==> config.mk <==
export PLATFORM = sky130hd
export DESIGN_NAME = rac_top
export DESIGN_NICKNAME = d
export VERILOG_FILES = /design/src/rtl/rac_pkg.sv /design/src/rtl/rac_match.sv /design/src/rtl/rac_top.sv
export SDC_FILE = /design/constraint.sdc
export NUM_CORES = 1
export LEC_CHECK = 0
export ABC_AREA = 1
export BUFFER_PORTS_ARGS = -buffer_cell sky130_fd_sc_hd__buf_4
export CORE_MARGIN = 2
export CORE_UTILIZATION = 47
export CTS_CLUSTER_SIZE = 14
export DETAILED_ROUTE_END_ITERATION = 8
export PLACE_DENSITY = 0.81
export SYNTH_ARGS = -nofsm -noshare
export SYNTH_HDL_FRONTEND = slang
export SYNTH_SLANG_ARGS = --single-unit
==> constraint.sdc <==
create_clock -name ref_clk -period 2.4 [get_ports ref_clk]
set_input_delay 0.48 -clock ref_clk [delete_from_list [all_inputs] [get_ports ref_clk]]
set_output_delay 0.48 -clock ref_clk [all_outputs]
set_load 0.1 [all_outputs]
==> src/rtl/rac_pkg.sv <==
// package: constants and types for the alarm and power-control block
// Contract
// - alarm matching runs only while alarm_enable is set; hardware clears it on final alarm
// - four-bit alarm_mask at bits 13:10 selects which calendar digits must match
// - mask codes 0000..1000 give half-second, second, ... up to monthly alarms
// - repeat_count at bits 7:0; 00h with indefinite_repeat clear gives exactly one alarm
// - repeat_count FFh allows up to 255 additional alarms
// - each issued alarm except the final one decrements repeat_count by one; the final alarm of a counted run leaves it at 00h
// - at 00h without indefinite_repeat, last alarm issues then alarm_enable clears
// - with indefinite_repeat set, count wraps 00h to FFh and alarm stays enabled
// - every alarm event raises an alarm interrupt request
// - alarm pulse output toggles on each alarm event, synchronous to clock
// - power control autonomously powers device, waits stability, samples, powers off
// - power_ctrl_polarity selects active-high or active-low output
// - eight-bit stability window 1..255 periods; zero means sample at alarm event
// - eight-bit sample window 1..254 periods; zero none; all ones always sampling
// - sample window starts when stability timer expires, unless stability is zero
package rac_pkg;
  // alarm configuration register field positions
  localparam int ALM_EN_BIT = 15;
  localparam int ALM_INDEFINITE_REPEAT_BIT = 14;
  localparam int ALM_MASK_HI = 13;
  localparam int ALM_MASK_LO = 10;
  localparam int ALM_RPT_HI = 7;
  localparam int ALM_RPT_LO = 0;
  // power control register field positions
  localparam int PWC_EN_BIT = 15;
  localparam int PWC_POL_BIT = 14;
  localparam int PWC_STAB_HI = 15;
  localparam int PWC_STAB_LO = 8;
  localparam int PWC_SAMP_HI = 7;
  localparam int PWC_SAMP_LO = 0;
  // reset values, all-ones count and pin-select code
  localparam logic [15:0] ALM_CFG_RST = 16'h0000;
  localparam logic [7:0] CNT_ZERO = 8'h00;
  localparam logic [7:0] CNT_FULL = 8'hFF;
  localparam logic [1:0] PIN_SEL_PWC = 2'h3;
  // mask codes
  localparam logic [3:0] MASK_HALF_SEC = 4'h0;
  localparam logic [3:0] MASK_SEC = 4'h1;
  localparam logic [3:0] MASK_TEN_SEC = 4'h2;
  localparam logic [3:0] MASK_MIN = 4'h3;
  localparam logic [3:0] MASK_TEN_MIN = 4'h4;
  localparam logic [3:0] MASK_HOUR = 4'h5;
  localparam logic [3:0] MASK_DAY = 4'h6;
  localparam logic [3:0] MASK_WEEK = 4'h7;
  localparam logic [3:0] MASK_MONTH = 4'h8;
  localparam logic [3:0] MASK_YEAR = 4'h9;
  localparam logic [5:0] FEB_29_DAY = 6'h29;
  localparam logic [4:0] FEB_MONTH = 5'h02;

  // calendar digits in bcd
  typedef struct packed {
    logic [4:0] month;
    logic [5:0] day;
    logic [2:0] weekday;
    logic [5:0] hour;
    logic [6:0] minute;
    logic [6:0] second;
  } rac_time_t;

  // power control settings
  typedef struct packed {
    logic enable;
    logic polarity;
    logic [7:0] stab;
    logic [7:0] samp;
    logic pin_oe;
    logic [1:0] pin_sel;
  } rac_pwc_cfg_t;

  // power control sequencer states
  typedef enum logic [2:0] {
    PWC_IDLE = 3'b001,
    PWC_STAB = 3'b010,
    PWC_SAMP = 3'b100
  } rac_pwc_state_t;
endpackage

==> src/rtl/rac_match.sv <==
// alarm digit comparator under the mask code
`timescale 1ns/1ps
module rac_match (
  // calendar
  input wire rac_pkg::rac_time_t now,
  input wire logic half_sec,
  // alarm setting
  input wire rac_pkg::rac_time_t alm,
  input wire logic [3:0] mask,
  // result
  output logic hit
);
  logic s1, s10, m1, m10, h, d, wd, mo, feb29;

  // per-digit equality
  always_comb begin
    s1 = now.second[3:0] == alm.second[3:0];
    s10 = now.second[6:4] == alm.second[6:4];
    m1 = now.minute[3:0] == alm.minute[3:0];
    m10 = now.minute[6:4] == alm.minute[6:4];
    h = now.hour == alm.hour;
    d = now.day == alm.day;
    wd = now.weekday == alm.weekday;
    mo = now.month == alm.month;
    feb29 = (alm.month == rac_pkg::FEB_MONTH) && (alm.day == rac_pkg::FEB_29_DAY);
  end

  // digit set chosen by mask, first half-second only for periods of a second or more
  always_comb begin
    case (mask)
      rac_pkg::MASK_HALF_SEC: hit = 1'b1;
      rac_pkg::MASK_SEC: hit = ~half_sec;
      rac_pkg::MASK_TEN_SEC: hit = ~half_sec & s1;
      rac_pkg::MASK_MIN: hit = ~half_sec & s1 & s10;
      rac_pkg::MASK_TEN_MIN: hit = ~half_sec & s1 & s10 & m1;
      rac_pkg::MASK_HOUR: hit = ~half_sec & s1 & s10 & m1 & m10;
      rac_pkg::MASK_DAY: hit = ~half_sec & s1 & s10 & m1 & m10 & h;
      rac_pkg::MASK_WEEK: hit = ~half_sec & s1 & s10 & m1 & m10 & h & wd;
      rac_pkg::MASK_MONTH: hit = ~half_sec & s1 & s10 & m1 & m10 & h & d;
      rac_pkg::MASK_YEAR: hit = ~half_sec & s1 & s10 & m1 & m10 & h & d & mo & ~feb29;
      default: hit = 1'b0;
    endcase
  end
endmodule

==> src/rtl/rac_top.sv <==
// alarm sequencing and power-control timing for the clock-calendar
`timescale 1ns/1ps
module rac_top #(
  parameter int CNT_W = 8
) (
  // clock and reset
  input wire logic ref_clk,
  input wire logic srst,
  // timekeeping inputs
  input wire logic calendar_enable,
  input wire logic half_sec_tick,
  input wire logic half_sec_phase,
  input wire logic pwc_clk_tick,
  input wire rac_pkg::rac_time_t now_time,
  // alarm value writes
  input wire logic alarm_value_we,
  input wire rac_pkg::rac_time_t alarm_value_wdata,
  // alarm configuration writes
  input wire logic alarm_cfg_we,
  input wire logic [15:0] alarm_cfg_wdata,
  // power control configuration
  input wire rac_pkg::rac_pwc_cfg_t pwc_cfg,
  // status
  output logic [15:0] alarm_config_repeat_reg,
  output rac_pkg::rac_time_t alarm_value_regs,
  output logic alarm_irq,
  output logic alarm_pulse,
  // power control pin
  output logic power_ctrl_signal,
  output logic power_ctrl_oe,
  output logic sample_window_active
);
  logic alarm_enable_q;
  logic indefinite_repeat_q;
  logic [3:0] alarm_mask_q;
  logic [CNT_W-1:0] repeat_count_q;
  rac_pkg::rac_time_t alm_val_q;
  logic hit;
  logic alarm_event;
  logic irq_q, pulse_q;
  rac_pkg::rac_pwc_state_t state_q;
  logic [7:0] pwc_cnt_q;
  logic pwc_active;
  logic pwc_on;
  logic final_alarm;
  logic stab_set, samp_set;

  // nonzero window field means the window is in use
  function automatic logic win_set(input logic [7:0] w);
    return w != rac_pkg::CNT_ZERO;
  endfunction

  rac_match u_match (
    .now(now_time),
    .half_sec(half_sec_phase),
    .alm(alm_val_q),
    .mask(alarm_mask_q),
    .hit(hit)
  );

  // one event per matching half-second tick
  assign alarm_event = calendar_enable & alarm_enable_q & half_sec_tick & hit;

  // last alarm of a counted run, nothing to wrap into
  assign final_alarm = alarm_event & (repeat_count_q == CNT_W'(0)) &
                       ~indefinite_repeat_q;

  // window field decode shared by the sequencer branches
  assign stab_set = win_set(pwc_cfg.stab);
  assign samp_set = win_set(pwc_cfg.samp);

  // alarm value storage, written by software while disabled
  always_ff @(posedge ref_clk) begin
    if (srst) begin
      alm_val_q <= '0;
    end else if (alarm_value_we) begin
      alm_val_q <= alarm_value_wdata;
    end
  end

  // enable, indefinite_repeat and mask; hardware clear of enable beats software write
  always_ff @(posedge ref_clk) begin
    if (srst) begin
      alarm_enable_q <= rac_pkg::ALM_CFG_RST[rac_pkg::ALM_EN_BIT];
      indefinite_repeat_q <= rac_pkg::ALM_CFG_RST[rac_pkg::ALM_INDEFINITE_REPEAT_BIT];
      alarm_mask_q <= rac_pkg::ALM_CFG_RST[rac_pkg::ALM_MASK_HI:rac_pkg::ALM_MASK_LO];
    end else begin
      if (alarm_cfg_we) begin
        alarm_enable_q <= alarm_cfg_wdata[rac_pkg::ALM_EN_BIT];
        indefinite_repeat_q <= alarm_cfg_wdata[rac_pkg::ALM_INDEFINITE_REPEAT_BIT];
        alarm_mask_q <= alarm_cfg_wdata[rac_pkg::ALM_MASK_HI:rac_pkg::ALM_MASK_LO];
      end
      if (final_alarm) begin
        alarm_enable_q <= 1'b0;
      end
    end
  end

  // repeat counter, decremented per alarm, wraps when chiming
  always_ff @(posedge ref_clk) begin
    if (srst) begin
      repeat_count_q <= CNT_W'(0);
    end else if (alarm_event) begin
      // a finished run holds at zero instead of wrapping
      if (!final_alarm) begin
        repeat_count_q <= repeat_count_q - CNT_W'(1);
      end
    end else if (alarm_cfg_we) begin
      repeat_count_q <= alarm_cfg_wdata[CNT_W-1:0];
    end
  end

  // interrupt request pulse and half-rate alarm output
  always_ff @(posedge ref_clk) begin
    if (srst) begin
      irq_q <= 1'b0;
      pulse_q <= 1'b0;
    end else begin
      irq_q <= alarm_event;
      if (alarm_event) begin
        pulse_q <= ~pulse_q;
      end
    end
  end

  // power-control sequencer: stability window then sample window
  always_ff @(posedge ref_clk) begin
    if (srst) begin
      state_q <= rac_pkg::PWC_IDLE;
      pwc_cnt_q <= rac_pkg::CNT_ZERO;
    end else if (!pwc_cfg.enable) begin
      state_q <= rac_pkg::PWC_IDLE;
      pwc_cnt_q <= rac_pkg::CNT_ZERO;
    end else begin
      case (state_q)
        rac_pkg::PWC_IDLE: begin
          if (alarm_event) begin
            if (stab_set) begin
              state_q <= rac_pkg::PWC_STAB;
              pwc_cnt_q <= pwc_cfg.stab;
            end else if (samp_set) begin
              state_q <= rac_pkg::PWC_SAMP;
              pwc_cnt_q <= pwc_cfg.samp;
            end
          end
        end
        rac_pkg::PWC_STAB: begin
          if (pwc_clk_tick) begin
            if (pwc_cnt_q == 8'h01) begin
              if (samp_set) begin
                state_q <= rac_pkg::PWC_SAMP;
                pwc_cnt_q <= pwc_cfg.samp;
              end else begin
                state_q <= rac_pkg::PWC_IDLE;
                pwc_cnt_q <= rac_pkg::CNT_ZERO;
              end
            end else begin
              pwc_cnt_q <= pwc_cnt_q - 8'h01;
            end
          end
        end
        rac_pkg::PWC_SAMP: begin
          if (pwc_clk_tick && pwc_cfg.samp != rac_pkg::CNT_FULL) begin
            if (pwc_cnt_q == 8'h01) begin
              state_q <= rac_pkg::PWC_IDLE;
              pwc_cnt_q <= rac_pkg::CNT_ZERO;
            end else begin
              pwc_cnt_q <= pwc_cnt_q - 8'h01;
            end
          end
        end
        default: begin
          state_q <= rac_pkg::PWC_IDLE;
          pwc_cnt_q <= rac_pkg::CNT_ZERO;
        end
      endcase
    end
  end

  // output pin drive with polarity
  assign pwc_active = state_q != rac_pkg::PWC_IDLE;
  assign pwc_on = pwc_cfg.enable & pwc_active;
  assign sample_window_active = (state_q == rac_pkg::PWC_SAMP) |
                                (pwc_cfg.samp == rac_pkg::CNT_FULL);
  assign power_ctrl_signal = pwc_cfg.polarity ? pwc_on : ~pwc_on;
  assign power_ctrl_oe = pwc_cfg.pin_oe & (pwc_cfg.pin_sel == rac_pkg::PIN_SEL_PWC);

  // status views
  assign alarm_config_repeat_reg = {alarm_enable_q, indefinite_repeat_q, alarm_mask_q,
                                    2'h0, repeat_count_q};
  assign alarm_value_regs = alm_val_q;
  assign alarm_irq = irq_q;
  assign alarm_pulse = pulse_q;
endmodule
# After elaboration in Yosys (flattened, before gate mapping)
# Cells that the tools add are included.
dict set report op_classes {
  n_eq_ne 34
  n_mux 23
  addsub 2
  n_bitwise 23
  reduce_logical 12
}
# cell n
set op_table {}
lappend op_table {{8-bit two-way mux} 11}
lappend op_table {{3-bit two-way mux} 8}
lappend op_table {{8-bit case mux with 3 select lines} 1}
lappend op_table {{1-bit AND} 16}
lappend op_table {{4-bit by 3-bit equality test with 1-bit output, second input constant} 4}
lappend op_table {{8-bit nonzero test} 2}
lappend op_table {{8-bit by 1-bit subtractor with 8-bit output, second input constant} 2}
lappend op_table {{6-bit equality test} 2}
lappend op_table {{2-bit inequality test, second input constant} 6}
lappend op_table {{1-bit case mux with 10 select lines} 1}
lappend op_table {{3-bit equality test} 3}
lappend op_table {{3-bit case mux with 3 select lines} 1}
lappend op_table {{4-bit by 2-bit equality test with 1-bit output, second input constant} 2}
lappend op_table {{4-bit equality test} 2}
lappend op_table {{4-bit equality test, second input constant} 2}
lappend op_table {{8-bit by 1-bit equality test with 1-bit output, second input constant} 1}
lappend op_table {{8-bit equality test, second input constant} 1}
lappend op_table {{8-bit zero test} 1}
lappend op_table {{8-bit inequality test, second input constant} 1}
lappend op_table {{6-bit equality test, second input constant} 1}
lappend op_table {{1-bit inverter} 6}
lappend op_table {{6-bit AND reduction} 1}
lappend op_table {{5-bit by 2-bit equality test with 1-bit output, second input constant} 1}
lappend op_table {{5-bit equality test} 1}
lappend op_table {{other kinds (15)} 17}
dict set report word_totals {
  wordCells 108
  regBits 61
  output_inout_bits 55
}

# Depth between registers and ports, before layout
# Gate-level depths: netlist of the first run.
dict set report depth {
  depth_word 15
  ltp_mapped 21
  depth_no_buf 20
}

# Modules after synthesis
# A second synthesis of the first run with hierarchy kept.
dict set report unflattened {
  hier_cells 597
  area_unflattened_um2 3803.6
}
# module n_inst seq_area_each_um2 area_per_inst_um2 cells_per_inst
set by_module_without_submodules {}
lappend by_module_without_submodules {rac_top 1 1221.2 3105.5 454}
lappend by_module_without_submodules {rac_match 1 0.0 698.2 143}

# Least setup slack after synthesis of the first run
# No wires, ideal clock.
dict set report synth_path {
  kind {register to output}
  startpoint {register state_q[2]}
  endpoint {output power_ctrl_signal}
  path_stages_with_launch 5
  t_arrival_ns 2.414
  required_ns 1.920
  setup_slack_ns -0.494
  path_cell_list {dfxtp_1 nor3_2 inv_1 nand2_1 xor2_1}
}
dict set report synth_via {
  elab_chain_cells 4
}
# element line_no
set synth_rtl {}
lappend synth_rtl {{start: declaration} rac_top.sv:41} ;# rac_pkg::rac_pwc_state_t state_q;
lappend synth_rtl {{start signal: assignment} rac_top.sv:129} ;# state_q <= rac_pkg::PWC_IDLE;
lappend synth_rtl {{start signal: assignment} rac_top.sv:132} ;# state_q <= rac_pkg::PWC_IDLE;
lappend synth_rtl {{start signal: assignment} rac_top.sv:139} ;# state_q <= rac_pkg::PWC_STAB;
lappend synth_rtl {{3-bit by 1-bit inequality test with 1-bit output *} rac_top.sv:181} ;# assign pwc_active = state_q != rac_pkg::PWC_IDLE;
lappend synth_rtl {{1-bit AND *} rac_top.sv:182} ;# assign pwc_on = pwc_cfg.enable & pwc_active;
lappend synth_rtl {{1-bit inverter} rac_top.sv:185} ;# assign power_ctrl_signal = pwc_cfg.polarity ? pwc_on : ~pwc_on;
lappend synth_rtl {{1-bit two-way mux *} rac_top.sv:185}
lappend synth_rtl {{end: declaration} rac_top.sv:29} ;# output logic power_ctrl_signal,
# Every way passes the cells marked *; elsewhere a longest branch is shown, timed or not.

# Worst setup path in the final report of the first run
# Ends and elaborated chain as after synthesis.

==> impl_metrics.ini, run 1 <==
[sta]
period_share = 0.905
rsz0062_at_grt = no
setup_viol = 0
max_freq_mhz = 460
finalHoldViolCount = 0
tightest_slew_ns = 0.982
slew_headroom = 0.343
period_minus_slack_ns = 2.17
setup_tns_ns = 0
final_max_slew_viol_count = 0
skew_ns = 0.00882

[drt]
wirelength_um = 10400
num_vias = 4056
avgRoutedWirePerCell_um = 12.9
viasPerCell = 5.02
ant_nets = 0
drc = 0
firstDrtPassIters = 4
first_iter_violations = 117

[layout]
nets = 820
fin_util = 0.699
regArea_um2 = 1240
syn2layout_area_growth_pct = 42.9
final_common_cell = buf_4
drive_above_1_share = 0.312
final_area_um2 = 5120
fillers = 629
insertedDiodeCount = 0
multiInputGateArea_um2 = 2030
layout_common_cells = buf_4 (168), nor2_1 (118), nand2_1 (98)

[yosys]
yosysSeqAreaShare = 0.341
async_flop_share = 0
synth_mux_area_frac = 0
avgSynthCellArea_um2 = 6.59
synth_compound_area_frac = 0.155
synthXorXnorAreaFrac = 0.0806
synth_edf_count = 0
synth_warnings = 0
yosysUniqueCellTypes = 41
synth_top_family_by_area = simple AND/OR/NAND/NOR gates
syn_area_um2 = 3580
synthFlopType = dfxtp_1
synth_fa_ha_area_frac = 0.0105
synth_seq_cells = 61
synth_simple_gate_area_frac = 0.313
synthCells = 544

[floorplan]
io_pins = 168
start_util = 0.489
rows = 31
die_area_um2 = 8340
die_w_um = 91.3
core_um2 = 7330
die_y_um = 91.3

[min_path]
min_path_cells = 2
min_to = alarm_irq
holdCritStartpoint = srst
hp-class = primary input to flop

[placement]
place_area_um2 = 4870
port_buffers = 163
gp_congestion = 0.892
hpwl_um = 7940

[critical_path]
worstPathArrival_ns = 1.69
startpoint_type = flop
worstSetupPathType = flop to output port
reg2reg_depth = 12
timing.rr.start = alarm_value_regs[2]
r2r_end = repeat_count_q[0]
cp_max_fo = 10
r2r_slack_ns = 0.31
crit_path_end_kind = output port
cp_data_required_time_ns = 1.92

[clock_tree]
cts-root-buf = clkbuf_8
htreeDepth = 3
path_clk_slew_ns = 0.07
cts_made_buffers = 9
cts_tree = built
clock_sinks = 61
clk_path_buf_depth = 2
clk_latency_ns = 0.34

[global_route]
grt_pass1_vias = 3761
gr-total-overflow = 0
antenna_found_initial = 0
grt.total_usage = 0.251
grt_pass1_wl_um = 17100
grt_max_degree = 49

[power]
leakagePower_nw = 2.59
p_per_area_nw_per_um2 = 629
vdd_ir_drop_max_v = 0.000370
power_w = 0.00322

[run_status]
status = completed

[run]
drv_cap = 0
cells by family after synthesis:
kind of cell	after synthesis
flip-flops	61
buffers and inverters	81
adder cells (fa/ha/maj)	3
XOR/XNOR	33
other	1
AND/OR/NAND/NOR	268
AO/OA/AOI/OAI	97
synth_stat cells, types with 2 or more instances:
library cell,count,area share
nand4_1,9,0.016
buf_6,3,0.0094
o21ai_1,3,0.0042
inv_2,3,0.0031
ha_1,3,0.010
nand3_1,17,0.024
a221oi_1,4,0.0098
nor3_1,7,0.0098
a21oi_1,32,0.045
nand3b_1,2,0.0042
nor2_1,118,0.12
o21ai_0,43,0.060
xnor2_1,12,0.029
nand2_2,4,0.0070
nand2_1,98,0.10
clkbuf_1,13,0.014
o22ai_1,2,0.0035
buf_4,4,0.0084
nor4_1,2,0.0035
inv_1,55,0.058
o221ai_1,2,0.0049
dfxtp_1,61,0.34
xor2_1,21,0.051
clkinv_1,2,0.0021
o21ai_2,6,0.015
or2_2,3,0.0052
stage by stage:
| step | std cells | hold WS, ns | setup slack (ns) |
|---|---|---|---|
| after floorplan | 545 | 0.449 | 0.00666 |
| after global placement | 791 | 0.454 | 0.0692 |
| after detailed placement | 791 | 0.463 | 0.0111 |
| after CTS | 807 | 0.297 | 0.233 |
| after global routing | 808 | 0.306 | 0.0727 |
| final | 808 | 0.303 | 0.227 |
worst max-delay path by stage:
stage	cells past startpoint	start	endpoint
3_3_place_gp	19	now_time[17]	repeat_count_q[3]
6_report	6	state_q[2]	power_ctrl_signal
5_1_grt	20	alarm_value_regs[15]	pwc_cnt_q[3]
3_5_place_dp	16	now_time[18]	repeat_count_q[0]
4_1_cts	6	state_q[2]	power_ctrl_signal
2_1_floorplan	18	alarm_value_regs[23]	repeat_count_q[0]
state kept, by name, summed over array words and instances, names as in the netlist:
signal               flops
alarm_enable_q           1
alarm_irq                1
alarm_mask_q             4
alarm_pulse              1
alarm_value_regs        34
indefinite_repeat_q      1
pwc_cnt_q                8
repeat_count_q           8
state_q                  3
repair_timing:
item / in CTS / in global routing
resized for setup: 0 / 1
hold buffers: 0 / 0
setup endpoints to repair: 0 / 9
setup buffers: 0 / 1
hold endpoints to repair: 0 / 0
layer usage:
layer / wire length, um / GRT usage / share of wire
met5: 0 / 0 / 0
met4: 270 / 0.120 / 0.026
met3: 828 / 0.0564 / 0.079
met2: 5020 / 0.412 / 0.48
met1: 4320 / 0.310 / 0.41
final cells by class:
type,count,area share
multi-input combinational,403,0.396
timing repair buffer,169,0.250
sequential,61,0.242
inverter,60,0.0440
clock buffer,12,0.0303
tap,99,0.0242
clock inverter,4,0.0137
worst max-delay path: stages (launching register included):
cell and delay (ns):
dfxtp_1 0.33, nor3_2 0.17, buf_4 0.20, inv_1 0.11, nand2_1 0.11, xor2_2 0.13, buf_4 0.30
where the power goes:
part           switching, W  total [W]  internal [W]  leakage (nW)
combinational      0.000711    0.00103      0.000321          1.97
sequential        0.0000619    0.00114       0.00108         0.509
clock              0.000411    0.00105      0.000639         0.116
total               0.00118    0.00322       0.00204          2.59
Power figures use the tool's default switching activity.
==> inputs of run 2 (changes only) <==
--- a/config.mk
+++ b/config.mk
@@ -8,10 +8,10 @@
 export ABC_AREA = 1
 export BUFFER_PORTS_ARGS = -buffer_cell sky130_fd_sc_hd__buf_4
 export CORE_MARGIN = 2
-export CORE_UTILIZATION = 47
+export CORE_UTILIZATION = 40
 export CTS_CLUSTER_SIZE = 14
 export DETAILED_ROUTE_END_ITERATION = 8
-export PLACE_DENSITY = 0.81
+export PLACE_DENSITY = 0.7
 export SYNTH_ARGS = -nofsm -noshare
 export SYNTH_HDL_FRONTEND = slang
 export SYNTH_SLANG_ARGS = --single-unit
==> run 2 against run 1 <==
Net effect: fmax fell by 0.50%; worst hold slack better by 0.021 ns; clock power decreased by 5%; sequential share of layout area shrank 0.059 points; clock-buffer cell count decreased by 3; utilization down 11 points; final area is 0.24% higher; non-clock buffer count unchanged; via count down 1.0%; sequential power about the same; clock skew is 0.00098 ns higher; flip-flop and latch count unchanged; critical path type unchanged.
==> impl_metrics.ini, run 2 (synthesis gave the netlist of run 1 again) <==
[layout]
drive_above_1_share = 0.313
regArea_um2 = 1240
largest_register_ffs = 34
layout_common_cells = buf_4 (167), nor2_1 (118), nand2_1 (98)
final_common_cell = buf_4
fillers = 867
multiInputGateArea_um2 = 2030
insertedDiodeCount = 0
syn2layout_area_growth_pct = 43.2
nets = 820
instances_no_fill = 817
fin_util = 0.589

[critical_path]
path_common_cell = buf_4
max_stage_delay_ns = 0.33
worstPathArrival_ns = 1.70
cp_data_required_time_ns = 1.92
crit_path_end_kind = output port
path_cells = nor3_2 -> buf_4 -> inv_1 -> nand2_1 -> xor2_2 -> buf_4
cp_max_fo = 10
crit_family = buffers and inverters
worstSetupPathType = flop to output port
startpoint_type = flop
reg2reg_depth = 12
worst-path-stages = 6
worst-path-buf-inv = 3
slowest_stage = dfxtp_1

[power]
power_frac_clock = 0.314
vdd_ir_drop_max_v = 0.000331
swShare = 0.374
p_sw_w = 0.00118
seq_power_share = 0.360
leakagePower_nw = 2.58
p_per_area_nw_per_um2 = 615
comb_power_share = 0.326
internal_power_w = 0.00198

[sta]
tightest_slew_ns = 0.999
rsz0062_at_grt = no
max_freq_mhz = 458
final_max_slew_viol_count = 0
setup_tns_ns = 0
finalHoldViolCount = 0
period_share = 0.910
slew_headroom = 0.332
setup_viol = 0
period_minus_slack_ns = 2.18
setup_ws_ns = 0.216
skew_ns = 0.00980

[clock_tree]
hold_buffers = 0
cts-root-buf = clkbuf_8
clk_path_buf_depth = 2
htreeDepth = 3
cts_made_buffers = 9
path_clk_slew_ns = 0.07
cts_tree = built
clock_sinks = 61
clk_latency_ns = 0.33

[drt]
ant_nets = 0
viasPerCell = 4.91
num_vias = 4014
avgRoutedWirePerCell_um = 12.6
drc = 0
wirelength_um = 10300
firstDrtPassIters = 5
first_iter_violations = 119

[placement]
gp_congestion = 0.937
dp_cells = 800
hpwl_um = 7990
pre_cts_slack_ns = 0.00921
port_buffers = 163

[global_route]
grt_pass1_wl_um = 17300
antenna_found_initial = 0
grt_pass1_vias = 3840
grt.total_usage = 0.215
grt_max_degree = 49
gr-total-overflow = 0

[floorplan]
die_w_um = 98.7
io_pins = 168
start_util = 0.411
die_area_um2 = 9730
die_y_um = 98.7
core_um2 = 8720
rows = 34

[run]
drv_cap = 0

[min_path]
hp-class = primary input to flop
min_path_cells = 2

[run_status]
status = completed
-- run 2: cell types whose count changed in the layout (fill, tap and decap cells not counted) --
| cell | previous run | this run |
|---|---|---|
| clkinv_2 | 2 | 3 |
| clkbuf_1 | 1 | 0 |
| clkinvlp_4 | 0 | 2 |
| buf_12 | 1 | 2 |
| buf_4 | 168 | 167 |
| clkbuf_8 | 11 | 9 |
-- run 2: what timing repair did --
action,4_1_cts,5_1_grt
resized for setup,0,1
setup endpoints to repair,0,4
setup buffers,0,1
-- run 2: layer usage --
layer,up-vias,part of all wire,GRT usage
li1,2048,-,-
met1,1797,0.43,0.269
met2,149,0.48,0.362
met3,20,0.077,0.0504
met4,0,0.021,0.0811
met5,-,0,0
-- run 2: final timing paths --
kind	startpoint	endpoint	slack [ns]
max	state_q[2]	power_ctrl_signal	0.22
max reg2reg	alarm_value_regs[2]	repeat_count_q[6]	0.29
min reg2reg	alarm_value_regs[16]	alarm_value_regs[16]	0.47
min	srst	alarm_irq	0.32
-- run 2: power groups by stage --
stage,clock network (W),logic [W],registers [W]
final,0.000993,0.00103,0.00114
after global routing,0.00107,0.00110,0.00115
after CTS,0.00102,0.00103,0.00114
after detailed placement,0,0.00103,0.00116
after global placement,0,0.00102,0.00116
after floorplan,0,0.000334,0.00155
-- run 2: per-stage QoR --
stage	total power, W	cell area [um^2]	hold WS, ns
after CTS	0.00319	5110	0.308
after detailed placement	0.00219	4900	0.463
after global routing	0.00332	5130	0.318
final	0.00316	5130	0.324
after floorplan	0.00188	3610	0.449
after global placement	0.00217	4900	0.451
-- run 2: layout make-up --
class,count,share of cell area
clock buffers,9,0.0241
clock inverters,7,0.0175
inverters,60,0.0439
multi-input cells,403,0.395
flip-flops and latches,61,0.241
well taps,108,0.0263
repair buffers,169,0.252
